`src/logic/hks_regs.svh`:
```
`ifndef HKS_REGS_SVH
`define HKS_REGS_SVH

// Register offsets on the special function register bus
`define HKS_TEMPERATURE_RESULT_ADDR 8'hD7
`define HKS_CONVERSION_START_ADDR 8'hD8
`define HKS_BATTERY_RESULT_ADDR 8'hDF
`define HKS_SUPPLY_RESULT_ADDR 8'hEF
`define HKS_CHANGE_DELTA_CONFIG_ADDR 8'hF3
`define HKS_BACKGROUND_INTERVAL_ADDR 8'hF9
`define HKS_BATTERY_LOW_THRESHOLD_ADDR 8'hFA

// Field positions: background_interval
`define HKS_SUPPLY_INTERVAL_LSB 4
`define HKS_BATTERY_INTERVAL_LSB 2
`define HKS_TEMPERATURE_INTERVAL_LSB 0
// Field positions: change_delta_config
`define HKS_TEMPERATURE_DELTA_LSB 3
`define HKS_SUPPLY_DELTA_LSB 0
// Field positions: conversion_start
`define HKS_BATTERY_START_BIT 0
`define HKS_TEMPERATURE_START_BIT 1
`define HKS_SUPPLY_START_BIT 2

// Reset values
`define HKS_BYTE_RESET 8'h00
`define HKS_INTERVAL_RESET 6'h00
`define HKS_DELTA_RESET 6'h00

// Delta codes
`define HKS_DELTA_NEVER 3'h0
`define HKS_DELTA_ALWAYS 3'h7

// Interval lengths in minutes
`define HKS_MIN_8 5'h08
`define HKS_MIN_2 5'h02
`define HKS_MIN_1 5'h01
`define HKS_MIN_16 5'h10
`define HKS_MIN_4 5'h04

`endif

```
`src/logic/hks_pkg.sv`:
```
package hks_pkg;
    // Converter channel index, matching the start bit order
    typedef enum logic [1:0] {
        HKS_CH_BATTERY,
        HKS_CH_TEMPERATURE,
        HKS_CH_SUPPLY
    } hks_chan_e;
    typedef logic [7:0] hks_byte_t;
    typedef logic [1:0] hks_interval_t;
    typedef logic [2:0] hks_delta_t;
    typedef logic [4:0] hks_minutes_t;
endpackage

```
`src/logic/hks_housekeeping_adc_scheduler.sv`:
```
`timescale 1ns/1ps
`include "hks_regs.svh"
// Functional notes
// RULE_01: Supply background conversions every 8, 2 or 1 minutes per bits 5:4.
// RULE_02: Battery background conversions every 16, 4 or 1 minutes per bits 3:2.
// RULE_03: Temperature background conversions every 8, 2 or 1 minutes per bits 1:0.
// RULE_04: Software keeps interval register bits 7:6 zero; they reset to zero.
// RULE_05: No interval-driven conversion starts while the calendar enable is clear.
// RULE_06: Temperature delta bits 5:3: never, more than N LSBs, or every conversion.
// RULE_07: Supply delta bits 2:0: never, more than N LSBs, or every conversion.
// RULE_08: Background conversions continue in battery active and sleep modes.
// RULE_09: Each single start bit clears once the converter accepts the request.
// RULE_10: A result register updates only when that measurement interrupts; software writes also load it in cycles with no interrupt.
// RULE_11: Finished single conversions always interrupt; no status flag records it.
// RULE_12: Interval timers count calendar minutes and restart when their field is rewritten; the code restarts one only when the written code differs.
module hks_housekeeping_adc_scheduler
    import hks_pkg::*;
#(
    parameter int CHANNELS = 3
) (
    input wire logic core_clk_in, // 250 MHz core clock
    input wire logic sys_rst_in, // Synchronous reset, active high
    input wire logic [7:0] sfr_addr_in, // Register address
    input wire logic sfr_wr_in, // Register write strobe
    input wire logic [7:0] sfr_wdata_in, // Register write data
    input wire logic clock_calendar_enable_in, // Calendar running
    input wire logic minute_tick_in, // One pulse per calendar minute
    input wire logic battery_active_mode_in, // Battery powered active mode
    input wire logic sleep_mode_in, // Core asleep
    input wire logic [2:0] conv_accept_in, // Converter took request, per channel
    input wire logic [2:0] conv_done_in, // Conversion finished, per channel
    input wire logic [7:0] battery_value_in, // Battery converter output
    input wire logic [7:0] temperature_value_in, // Temperature converter output
    input wire logic [7:0] supply_value_in, // Supply converter output
    output logic [7:0] sfr_rdata_out, // Read data, one cycle after address
    output logic [2:0] conv_request_out, // Measurement request, per channel
    output logic adc_irq_out // Shared converter interrupt pulse
);

    // Channel count is fixed by the register layout
    if (CHANNELS != 3) begin : g_bad_channels
        $error("hks_housekeeping_adc_scheduler serves exactly three channels");
    end

    // Interval code to minutes, used for all three timers
    function automatic hks_minutes_t interval_minutes(input int ch, input hks_interval_t sel);
        hks_minutes_t m;
        m = `HKS_MIN_1;
        case (sel)
            2'h1: m = (ch == HKS_CH_BATTERY) ? `HKS_MIN_16 : `HKS_MIN_8;
            2'h2: m = (ch == HKS_CH_BATTERY) ? `HKS_MIN_4 : `HKS_MIN_2;
            default: m = `HKS_MIN_1;
        endcase
        return m;
    endfunction

    // Delta code decision, shared by temperature and supply
    function automatic logic delta_hit(input hks_delta_t sel, input hks_byte_t a, input hks_byte_t b);
        hks_byte_t diff;
        diff = (a > b) ? hks_byte_t'(a - b) : hks_byte_t'(b - a);
        if (sel == `HKS_DELTA_NEVER) begin
            return 1'b0;
        end else if (sel == `HKS_DELTA_ALWAYS) begin
            return 1'b1;
        end
        return diff > {5'h00, sel};
    endfunction

    logic [5:0] interval_q;
    logic [5:0] delta_q;
    logic [2:0] single_start_q;
    logic [2:0] bg_pending_q;
    logic [2:0] was_single_q;
    logic [2:0] strobe;
    logic [2:0] conv_request_q;
    logic adc_irq_q;
    hks_byte_t threshold_q;
    hks_byte_t result_q [3];
    hks_byte_t value [3];
    hks_byte_t sfr_rdata_q;
    logic [2:0] irq_hit;
    logic wr_interval;
    logic wr_start;

    assign value[HKS_CH_BATTERY] = battery_value_in;
    assign value[HKS_CH_TEMPERATURE] = temperature_value_in;
    assign value[HKS_CH_SUPPLY] = supply_value_in;
    assign wr_interval = sfr_wr_in && (sfr_addr_in == `HKS_BACKGROUND_INTERVAL_ADDR);
    assign wr_start = sfr_wr_in && (sfr_addr_in == `HKS_CONVERSION_START_ADDR);

    // Configuration registers; top interval bits are not stored and read zero
    always_ff @(posedge core_clk_in) begin
        if (sys_rst_in) begin
            interval_q <= `HKS_INTERVAL_RESET;
            delta_q <= `HKS_DELTA_RESET;
            threshold_q <= `HKS_BYTE_RESET;
        end else if (sfr_wr_in) begin
            if (sfr_addr_in == `HKS_BACKGROUND_INTERVAL_ADDR) begin
                interval_q <= sfr_wdata_in[5:0]; // see RULE_04
            end
            if (sfr_addr_in == `HKS_CHANGE_DELTA_CONFIG_ADDR) begin
                delta_q <= sfr_wdata_in[5:0];
            end
            if (sfr_addr_in == `HKS_BATTERY_LOW_THRESHOLD_ADDR) begin
                threshold_q <= sfr_wdata_in;
            end
        end
    end

    // Per-channel minute timers; power mode inputs deliberately do not gate them
    for (genvar i = 0; i < 3; i++) begin : g_timer
        // Field of this channel; the fields do not follow channel order
        localparam int FIELD_LSB = (i == HKS_CH_BATTERY) ? `HKS_BATTERY_INTERVAL_LSB
            : (i == HKS_CH_TEMPERATURE) ? `HKS_TEMPERATURE_INTERVAL_LSB : `HKS_SUPPLY_INTERVAL_LSB;
        logic [4:0] minutes_q;
        logic [1:0] old_sel;
        logic [1:0] new_sel;
        logic field_write;
        assign old_sel = interval_q[FIELD_LSB +: 2];
        assign new_sel = sfr_wdata_in[FIELD_LSB +: 2];
        assign field_write = wr_interval && (new_sel != old_sel);
        assign strobe[i] = clock_calendar_enable_in && minute_tick_in && !field_write
            && (old_sel != 2'h0) && (minutes_q + 5'h01 >= interval_minutes(i, old_sel)); // see RULE_05
        always_ff @(posedge core_clk_in) begin
            if (sys_rst_in || field_write) begin
                minutes_q <= 5'h00; // see RULE_12
            end else if (strobe[i]) begin
                minutes_q <= 5'h00; // see RULE_01, see RULE_02, see RULE_03
            end else if (clock_calendar_enable_in && minute_tick_in && old_sel != 2'h0) begin
                minutes_q <= minutes_q + 5'h01; // see RULE_12
            end
        end
    end

    // Single start bits: software sets, converter acceptance clears, a set wins
    always_ff @(posedge core_clk_in) begin
        if (sys_rst_in) begin
            single_start_q <= 3'h0;
        end else begin
            single_start_q <= (single_start_q & ~conv_accept_in) | (wr_start ? sfr_wdata_in[2:0] : 3'h0); // see RULE_09
        end
    end

    // Background requests pend until accepted, in every power mode
    always_ff @(posedge core_clk_in) begin
        if (sys_rst_in) begin
            bg_pending_q <= 3'h0;
        end else begin
            bg_pending_q <= (bg_pending_q & ~conv_accept_in) | strobe; // see RULE_08
        end
    end

    // Request lines and the kind of the accepted request
    always_ff @(posedge core_clk_in) begin
        if (sys_rst_in) begin
            conv_request_q <= 3'h0;
            was_single_q <= 3'h0;
        end else begin
            conv_request_q <= (single_start_q | bg_pending_q | strobe) & ~conv_accept_in;
            for (int i = 0; i < 3; i++) begin
                if (conv_accept_in[i]) begin
                    was_single_q[i] <= single_start_q[i];
                end
            end
        end
    end

    // Interrupt decision per finished conversion
    always_comb begin
        irq_hit[HKS_CH_BATTERY] = conv_done_in[HKS_CH_BATTERY]
            && (was_single_q[HKS_CH_BATTERY] || battery_value_in < threshold_q);
        irq_hit[HKS_CH_TEMPERATURE] = conv_done_in[HKS_CH_TEMPERATURE] && (was_single_q[HKS_CH_TEMPERATURE]
            || delta_hit(delta_q[5:3], temperature_value_in, result_q[HKS_CH_TEMPERATURE])); // see RULE_06, see RULE_11
        irq_hit[HKS_CH_SUPPLY] = conv_done_in[HKS_CH_SUPPLY] && (was_single_q[HKS_CH_SUPPLY]
            || delta_hit(delta_q[2:0], supply_value_in, result_q[HKS_CH_SUPPLY])); // see RULE_07, see RULE_11
    end

    // Results move on an interrupt, or on a software write in a cycle with no interrupt
    always_ff @(posedge core_clk_in) begin
        if (sys_rst_in) begin
            for (int i = 0; i < 3; i++) begin
                result_q[i] <= `HKS_BYTE_RESET;
            end
            adc_irq_q <= 1'b0;
        end else begin
            adc_irq_q <= |irq_hit; // see RULE_11
            for (int i = 0; i < 3; i++) begin
                if (irq_hit[i]) begin
                    result_q[i] <= value[i]; // see RULE_10
                end
            end
            if (sfr_wr_in && irq_hit == 3'h0) begin
                case (sfr_addr_in)
                    `HKS_BATTERY_RESULT_ADDR: result_q[HKS_CH_BATTERY] <= sfr_wdata_in;
                    `HKS_TEMPERATURE_RESULT_ADDR: result_q[HKS_CH_TEMPERATURE] <= sfr_wdata_in;
                    `HKS_SUPPLY_RESULT_ADDR: result_q[HKS_CH_SUPPLY] <= sfr_wdata_in;
                    default: ;
                endcase
            end
        end
    end

    // Registered read port; unmapped addresses read zero
    always_ff @(posedge core_clk_in) begin
        if (sys_rst_in) begin
            sfr_rdata_q <= `HKS_BYTE_RESET;
        end else begin
            case (sfr_addr_in)
                `HKS_TEMPERATURE_RESULT_ADDR: sfr_rdata_q <= result_q[HKS_CH_TEMPERATURE];
                `HKS_CONVERSION_START_ADDR: sfr_rdata_q <= {5'h00, single_start_q};
                `HKS_BATTERY_RESULT_ADDR: sfr_rdata_q <= result_q[HKS_CH_BATTERY];
                `HKS_SUPPLY_RESULT_ADDR: sfr_rdata_q <= result_q[HKS_CH_SUPPLY];
                `HKS_CHANGE_DELTA_CONFIG_ADDR: sfr_rdata_q <= {2'h0, delta_q};
                `HKS_BACKGROUND_INTERVAL_ADDR: sfr_rdata_q <= {2'h0, interval_q}; // see RULE_04
                `HKS_BATTERY_LOW_THRESHOLD_ADDR: sfr_rdata_q <= threshold_q;
                default: sfr_rdata_q <= `HKS_BYTE_RESET;
            endcase
        end
    end

    assign sfr_rdata_out = sfr_rdata_q;
    assign conv_request_out = conv_request_q;
    assign adc_irq_out = adc_irq_q;
endmodule

```
`config.mk`:
```
export PLATFORM = sky130hd
export DESIGN_NAME = hks_housekeeping_adc_scheduler
export DESIGN_NICKNAME = d
export VERILOG_FILES = /design/src/logic/hks_pkg.sv /design/src/logic/hks_housekeeping_adc_scheduler.sv
export VERILOG_INCLUDE_DIRS = /design/src /design/src/logic
export SDC_FILE = /design/constraint.sdc
export NUM_CORES = 1
export LEC_CHECK = 0
export ABC_CLOCK_PERIOD_IN_PS = 4100
export BUFFER_PORTS_ARGS = -buffer_cell sky130_fd_sc_hd__buf_4
export CAP_MARGIN = 20
export CORE_MARGIN = 10
export CORE_UTILIZATION = 55
export CTS_BUF_LIST = sky130_fd_sc_hd__clkbuf_4 sky130_fd_sc_hd__clkbuf_8
export CTS_CLUSTER_SIZE = 25
export DETAILED_ROUTE_END_ITERATION = 6
export HOLD_SLACK_MARGIN = 0.15
export PLACE_DENSITY = 0.86
export SYNTH_ARGS = -nofsm -noshare
export SYNTH_HDL_FRONTEND = slang
export SYNTH_SLANG_ARGS = --single-unit
export TNS_END_PERCENT = 10
```
`constraint.sdc`:
```
create_clock -name core_clk_in -period 4.1 [get_ports core_clk_in]
set_clock_uncertainty 0.05 [all_clocks]
set_input_delay 0.205 -clock core_clk_in [delete_from_list [all_inputs] [get_ports core_clk_in]]
set_output_delay 0.205 -clock core_clk_in [all_outputs]
set_load 0.01 [all_outputs]
```
# --- Word level (Yosys, flattened, before mapping) ---
# Memory sizes are Yosys's and may differ from the RTL's.
# Cells that the tools add are included.
totals:
  register_bits: 56
  ramBits: 24
  output_inout_bits: 12
  word_cells: 152
  mem_count: 1
op_classes:
  addsub: 7
  magnitude_cmp: 8
  eq_ne: 18
  n_mux: 46
  bitwise: 14
  reduce_logical: 44
mem_list:
  columns: ["memory", "depth", "word_bits", "rd", "rd_ports_with_merged_regs", "write_ports", "line", "text"]
  rows:
  - ["result_q", 3, 8, 3, 0, 3, "hks_housekeeping_adc_scheduler.sv:78", "hks_byte_t result_q [3];"]
ops:
  columns: ["op", "n"]
  rows:
  - ["$mux W8", 8]
  - ["$eq A8 B8 Y1 const B", 7]
  - ["$pmux W8 S7", 1]
  - ["$mux W1", 33]
  - ["$sub A8 B8 Y8", 4]
  - ["$logic_and A1 B1 Y1", 22]
  - ["$gt A8 B3 Y1", 2]
  - ["$gt A8 B8 Y1", 2]
  - ["$pmux W4 S2", 2]
  - ["$add A5 B1 Y5 const B", 3]
  - ["$ge A5 B5 Y1", 3]
  - ["$or A3 B3 Y3", 4]
  - ["$pmux W5 S2", 1]
  - ["$and A3 B3 Y3", 3]
  - ["$logic_not A3 Y1", 3]
  - ["$lt A8 B8 Y1", 1]
  - ["$eq A2 B1 Y1 const B", 3]
  - ["$eq A2 B2 Y1 const B", 3]
  - ["$eq A3 B3 Y1 const B", 2]
  - ["$logic_or A1 B1 Y1", 6]
  - ["$ne A2 B2 Y1", 3]
  - ["$or A1 B1 Y1", 6]
  - ["$reduce_and A2 Y1", 3]
  - ["$reduce_bool A2 Y1", 3]
  - ["5 further kinds", 9]

# --- Longest topological paths before layout ---
# An unclocked memory read counts as a cell.
logic_depth:
  depth_word: 13
  depth_mapped: 19
  mapped_depth_nobuf: 19

# --- Least setup slack after synthesis ---
# OpenSTA, ideal clock, no wires.
synth_path:
  path_type: "reg2reg"
  from: "mem result_q[0][16] in the netlist's numbering"
  to: "mem result_q[0][10] in the netlist's numbering, enable pin"
  setup_time_ns: 0.398
  arrival_time_ns: 4.083
  t_required_ns: 3.652
  setup_slack_ns: -0.431
  path_stages_with_launch: 16
  path_buffers: 0
  synth_period_minus_slack_ns: 4.531
  cell_sequence: "edfxtp_1 ha_1 inv_1 fa_1 nand3_1 a21oi_1 o21ai_4 mux2_2 ha_1 a21o_1 a21oi_1 a31oi_1 a311o_1 nor3_2 a41oi_2 o41ai_1"
synth_lines:
  columns: ["element", "line"]
  rows:
  - ["start, declared", "hks_housekeeping_adc_scheduler.sv:78"]

==> metrics.yaml <==
status: "complete, but fails checks"
violations: "setup timing"
syn2layout_area_growth_pct: 29.0
htreeDepth: 3
layout-drive-gt1-share_pct: 22.1
yosysSeqAreaShare_pct: 32.3
fp.dieArea_sq_um: 14800
rsz0062_at_grt: "yes"
slowest_delay_ps: 420
crit_path_start_kind: "register"
crit_chain: "ha_2 > inv_2 > fa_2 > nand3_2 > a21oi_2 > o22a_1 > mux2i_1 > xnor2_1 > ha_2 > nor2_1 > a31oi_1 > a32oi_2 > o211ai_1 > nor4_1 > buf_4 > o41ai_4 > buf_4 > o31a_4 > a22o_1"
setup_ws_ps: -207
initial_core_util_pct: 55.7
yosys_register_bits: 80
rows: 37
ant_nets: 0
reg2reg_slack_ps: -210
synth_edf_count: 24
regArea_sq_um: 1840
core_area_sq_um: 10200
post-route-period-util_pct: 105
vdd_drop_max_v: 0.000186
grt_max_degree: 41
grt_pass1_vias: 5935
slew_headroom_pct: 52.3
cts_root_buffer: "clkbuf_8"
vias: 5761
synth_top_area_share_pct: 19.7
multiInputGateArea_sq_um: 3630
drtIter0Drc: 764
maxCapViolations: 0
wl_per_cell_um: 19.6
clk_path_buf_depth: 2
place_worst_setup_slack_ps: -140
yosys_warnings: 0
syn_nets: 778
fmax_mhz: 232
yosys.area.top_type: "dfxtp_1"
tritoncts: "yes"
track_usage_pct: 24.0
synth_common_cells: "inv_1, ha_1, nand2_1"
design_area_sq_um: 7360
worstPathArrival_ps: 4370
diodes: 0
die_h_um: 122
drc: 0
synth.avg_cell_area_sq_um: 8.68
io_buffers: 62
async_flop_share_pct: 0
cts_made_buffers: 9
required_ps: 4170
clock-sinks: 80
power_density_nw_per_um2: 251
drtPass1Iterations: 6
critPathSlowestCell: "o31a_4"
final_cells: 931
period_needed_ps: 4310
finalHoldViolCount: 0
ys_types: 68
grt_pass1_wl_um: 29200
crit_path_end: "result_q[0][18]"
hold_start: "supply_value_in[1]"
worst_pin_slew_ps: 706
slew_violations: 0
r2r-start: "result_q[0][8]"
syn_inst: 657
setup.worst_path.class: "register to register"
cts.clk_slew.worst_paths_ps: 80
hp-class: "input port to register"
synth.most_common_cell: "inv_1"
place_inst: 868
end_kind: "register"
mappedNetlistArea_sq_um: 5700
worstPathMaxFanout: 12
critical_path.startpoint: "result_q[0][8]"
wirelength_um: 18300
yosys-top-cells-area: "dfxtp_1, ha_1, edfxtp_1, a21oi_1, inv_1"
timing.rr.end: "result_q[0][18]"
io_pins: 65
grt_overflow: 0
via_per_inst: 6.19
finalWeightedCongestion: 0.897
placed_cell_area_sq_um: 6540
r2r_cells: 19
clock_latency_ps: 360
layout.nets: 911
p_leak_nw: 2.98
fill_cells: 719
setup_viol: 48
antenna_found_initial: 0
dieWidth_um: 122
yosys_most_used_dff: "dfxtp_1"
hpwl_um: 12500
[metal layers]
metal / track usage (%) / part of all wire, %
met3: 6.06 / 9.1
met4: 9.54 / 4.3
met1: 26.6 / 36
met5: 0 / 0
met2: 42.7 / 51
[stage by stage]
| stage | TNS, ps | util [%] | total power [W] | hold WS, ps |
|---|---|---|---|---|
| after global placement | -343 | 63.9 | 0.00122 | 366 |
| final | -7570 | 71.9 | 0.00184 | 165 |
| after global routing | -11930 | 71.9 | 0.00191 | 161 |
| after detailed placement | -5080 | 63.9 | 0.00124 | 363 |
| after floorplan | -1060 | - | 0.00109 | 233 |
| after CTS | -232 | 70.9 | 0.00180 | 159 |
[kinds of logic (layout without fill, tap and decap cells)]
| logic type | Yosys count | count (layout) | synth area share, % |
|---|---|---|---|
| AO/OA/AOI/OAI | 174 | 176 | 21.4 |
| multiplexers | 14 | 14 | 2.52 |
| AND/OR/NAND/NOR | 182 | 182 | 15.5 |
| XOR/XNOR | 34 | 34 | 5.22 |
| buffers and inverters | 105 | 241 | 7.62 |
| adder cells (fa/ha/maj) | 68 | 68 | 15.5 |
| flip-flops | 80 | 80 | 32.3 |
[worst min-delay path by stage]
stage	endpoint	slack (ps)	depth (start not counted)
global placement	conv_request_out[0]	370	2
detailed placement	conv_request_out[0]	360	2
finish	result_q[0][17]	170	2
CTS	result_q[0][17]	160	2
global route	result_q[0][17]	160	2
floorplan	conv_request_out[0]	230	1
[worst max-delay path: cells and delay by family, from the launching register on]
family | cells | cell delay [ps]
AND/OR/NAND/NOR | 3 | 470
adder cells (fa/ha/maj) | 3 | 920
XOR/XNOR | 1 | 150
multiplexers | 1 | 190
AO/OA/AOI/OAI | 8 | 1490
buffers and inverters | 3 | 390
flip-flops | 1 | 370
[power by group]
group          internal [W]  switching, W
clock network      0.000233      0.000296
logic              0.000228      0.000252
registers          0.000828    0.00000840
[layout by cell type (no fill, tap or decap), drive strengths merged, types with 9 or more instances in the layout]
master,Yosys,layout
inv,73,74
nand2,60,60
buf,14,120
o21ai,19,19
a22o,24,24
dlygate4sd3,0,31
mux2i,11,11
clkbuf,18,11
edfxtp,24,24
dfxtp,56,56
ha,64,64
a211oi,9,9
nor2,47,47
xnor2,23,23
a21oi,59,59
nand3,30,30
xor2,11,11
[state kept, by name, indices dropped and copies added, names as in the netlist]
register,count
sfr_rdata_out,8
interval_q,6
result_q,24
adc_irq_out,1
single_start_q,3
delta_q,6
conv_request_out,3
bg_pending_q,3
threshold_q,8
g_timer.minutes_q,15
was_single_q,3
[area by class of cell]
class | instances | share of cell area (%)
multi-input cells | 474 | 49.4
flip-flops and latches | 80 | 25.0
clock inverters | 5 | 0.442
clock buffers | 11 | 1.89
inverters | 73 | 3.73
well taps | 136 | 2.31
repair buffers | 152 | 17.2
[repair_timing]
action / in CTS / in global routing
resized for setup: 19 / 13
hold buffers: 31 / 0
pin swaps: 6 / 14
endpoints found under the setup margin: 48 / 48
gates cloned: 3 / 0
buffers inserted: 7 / 5
endpoints found under the hold margin: 52 / 0
No activity file was read; power rests on OpenSTA's default activity.
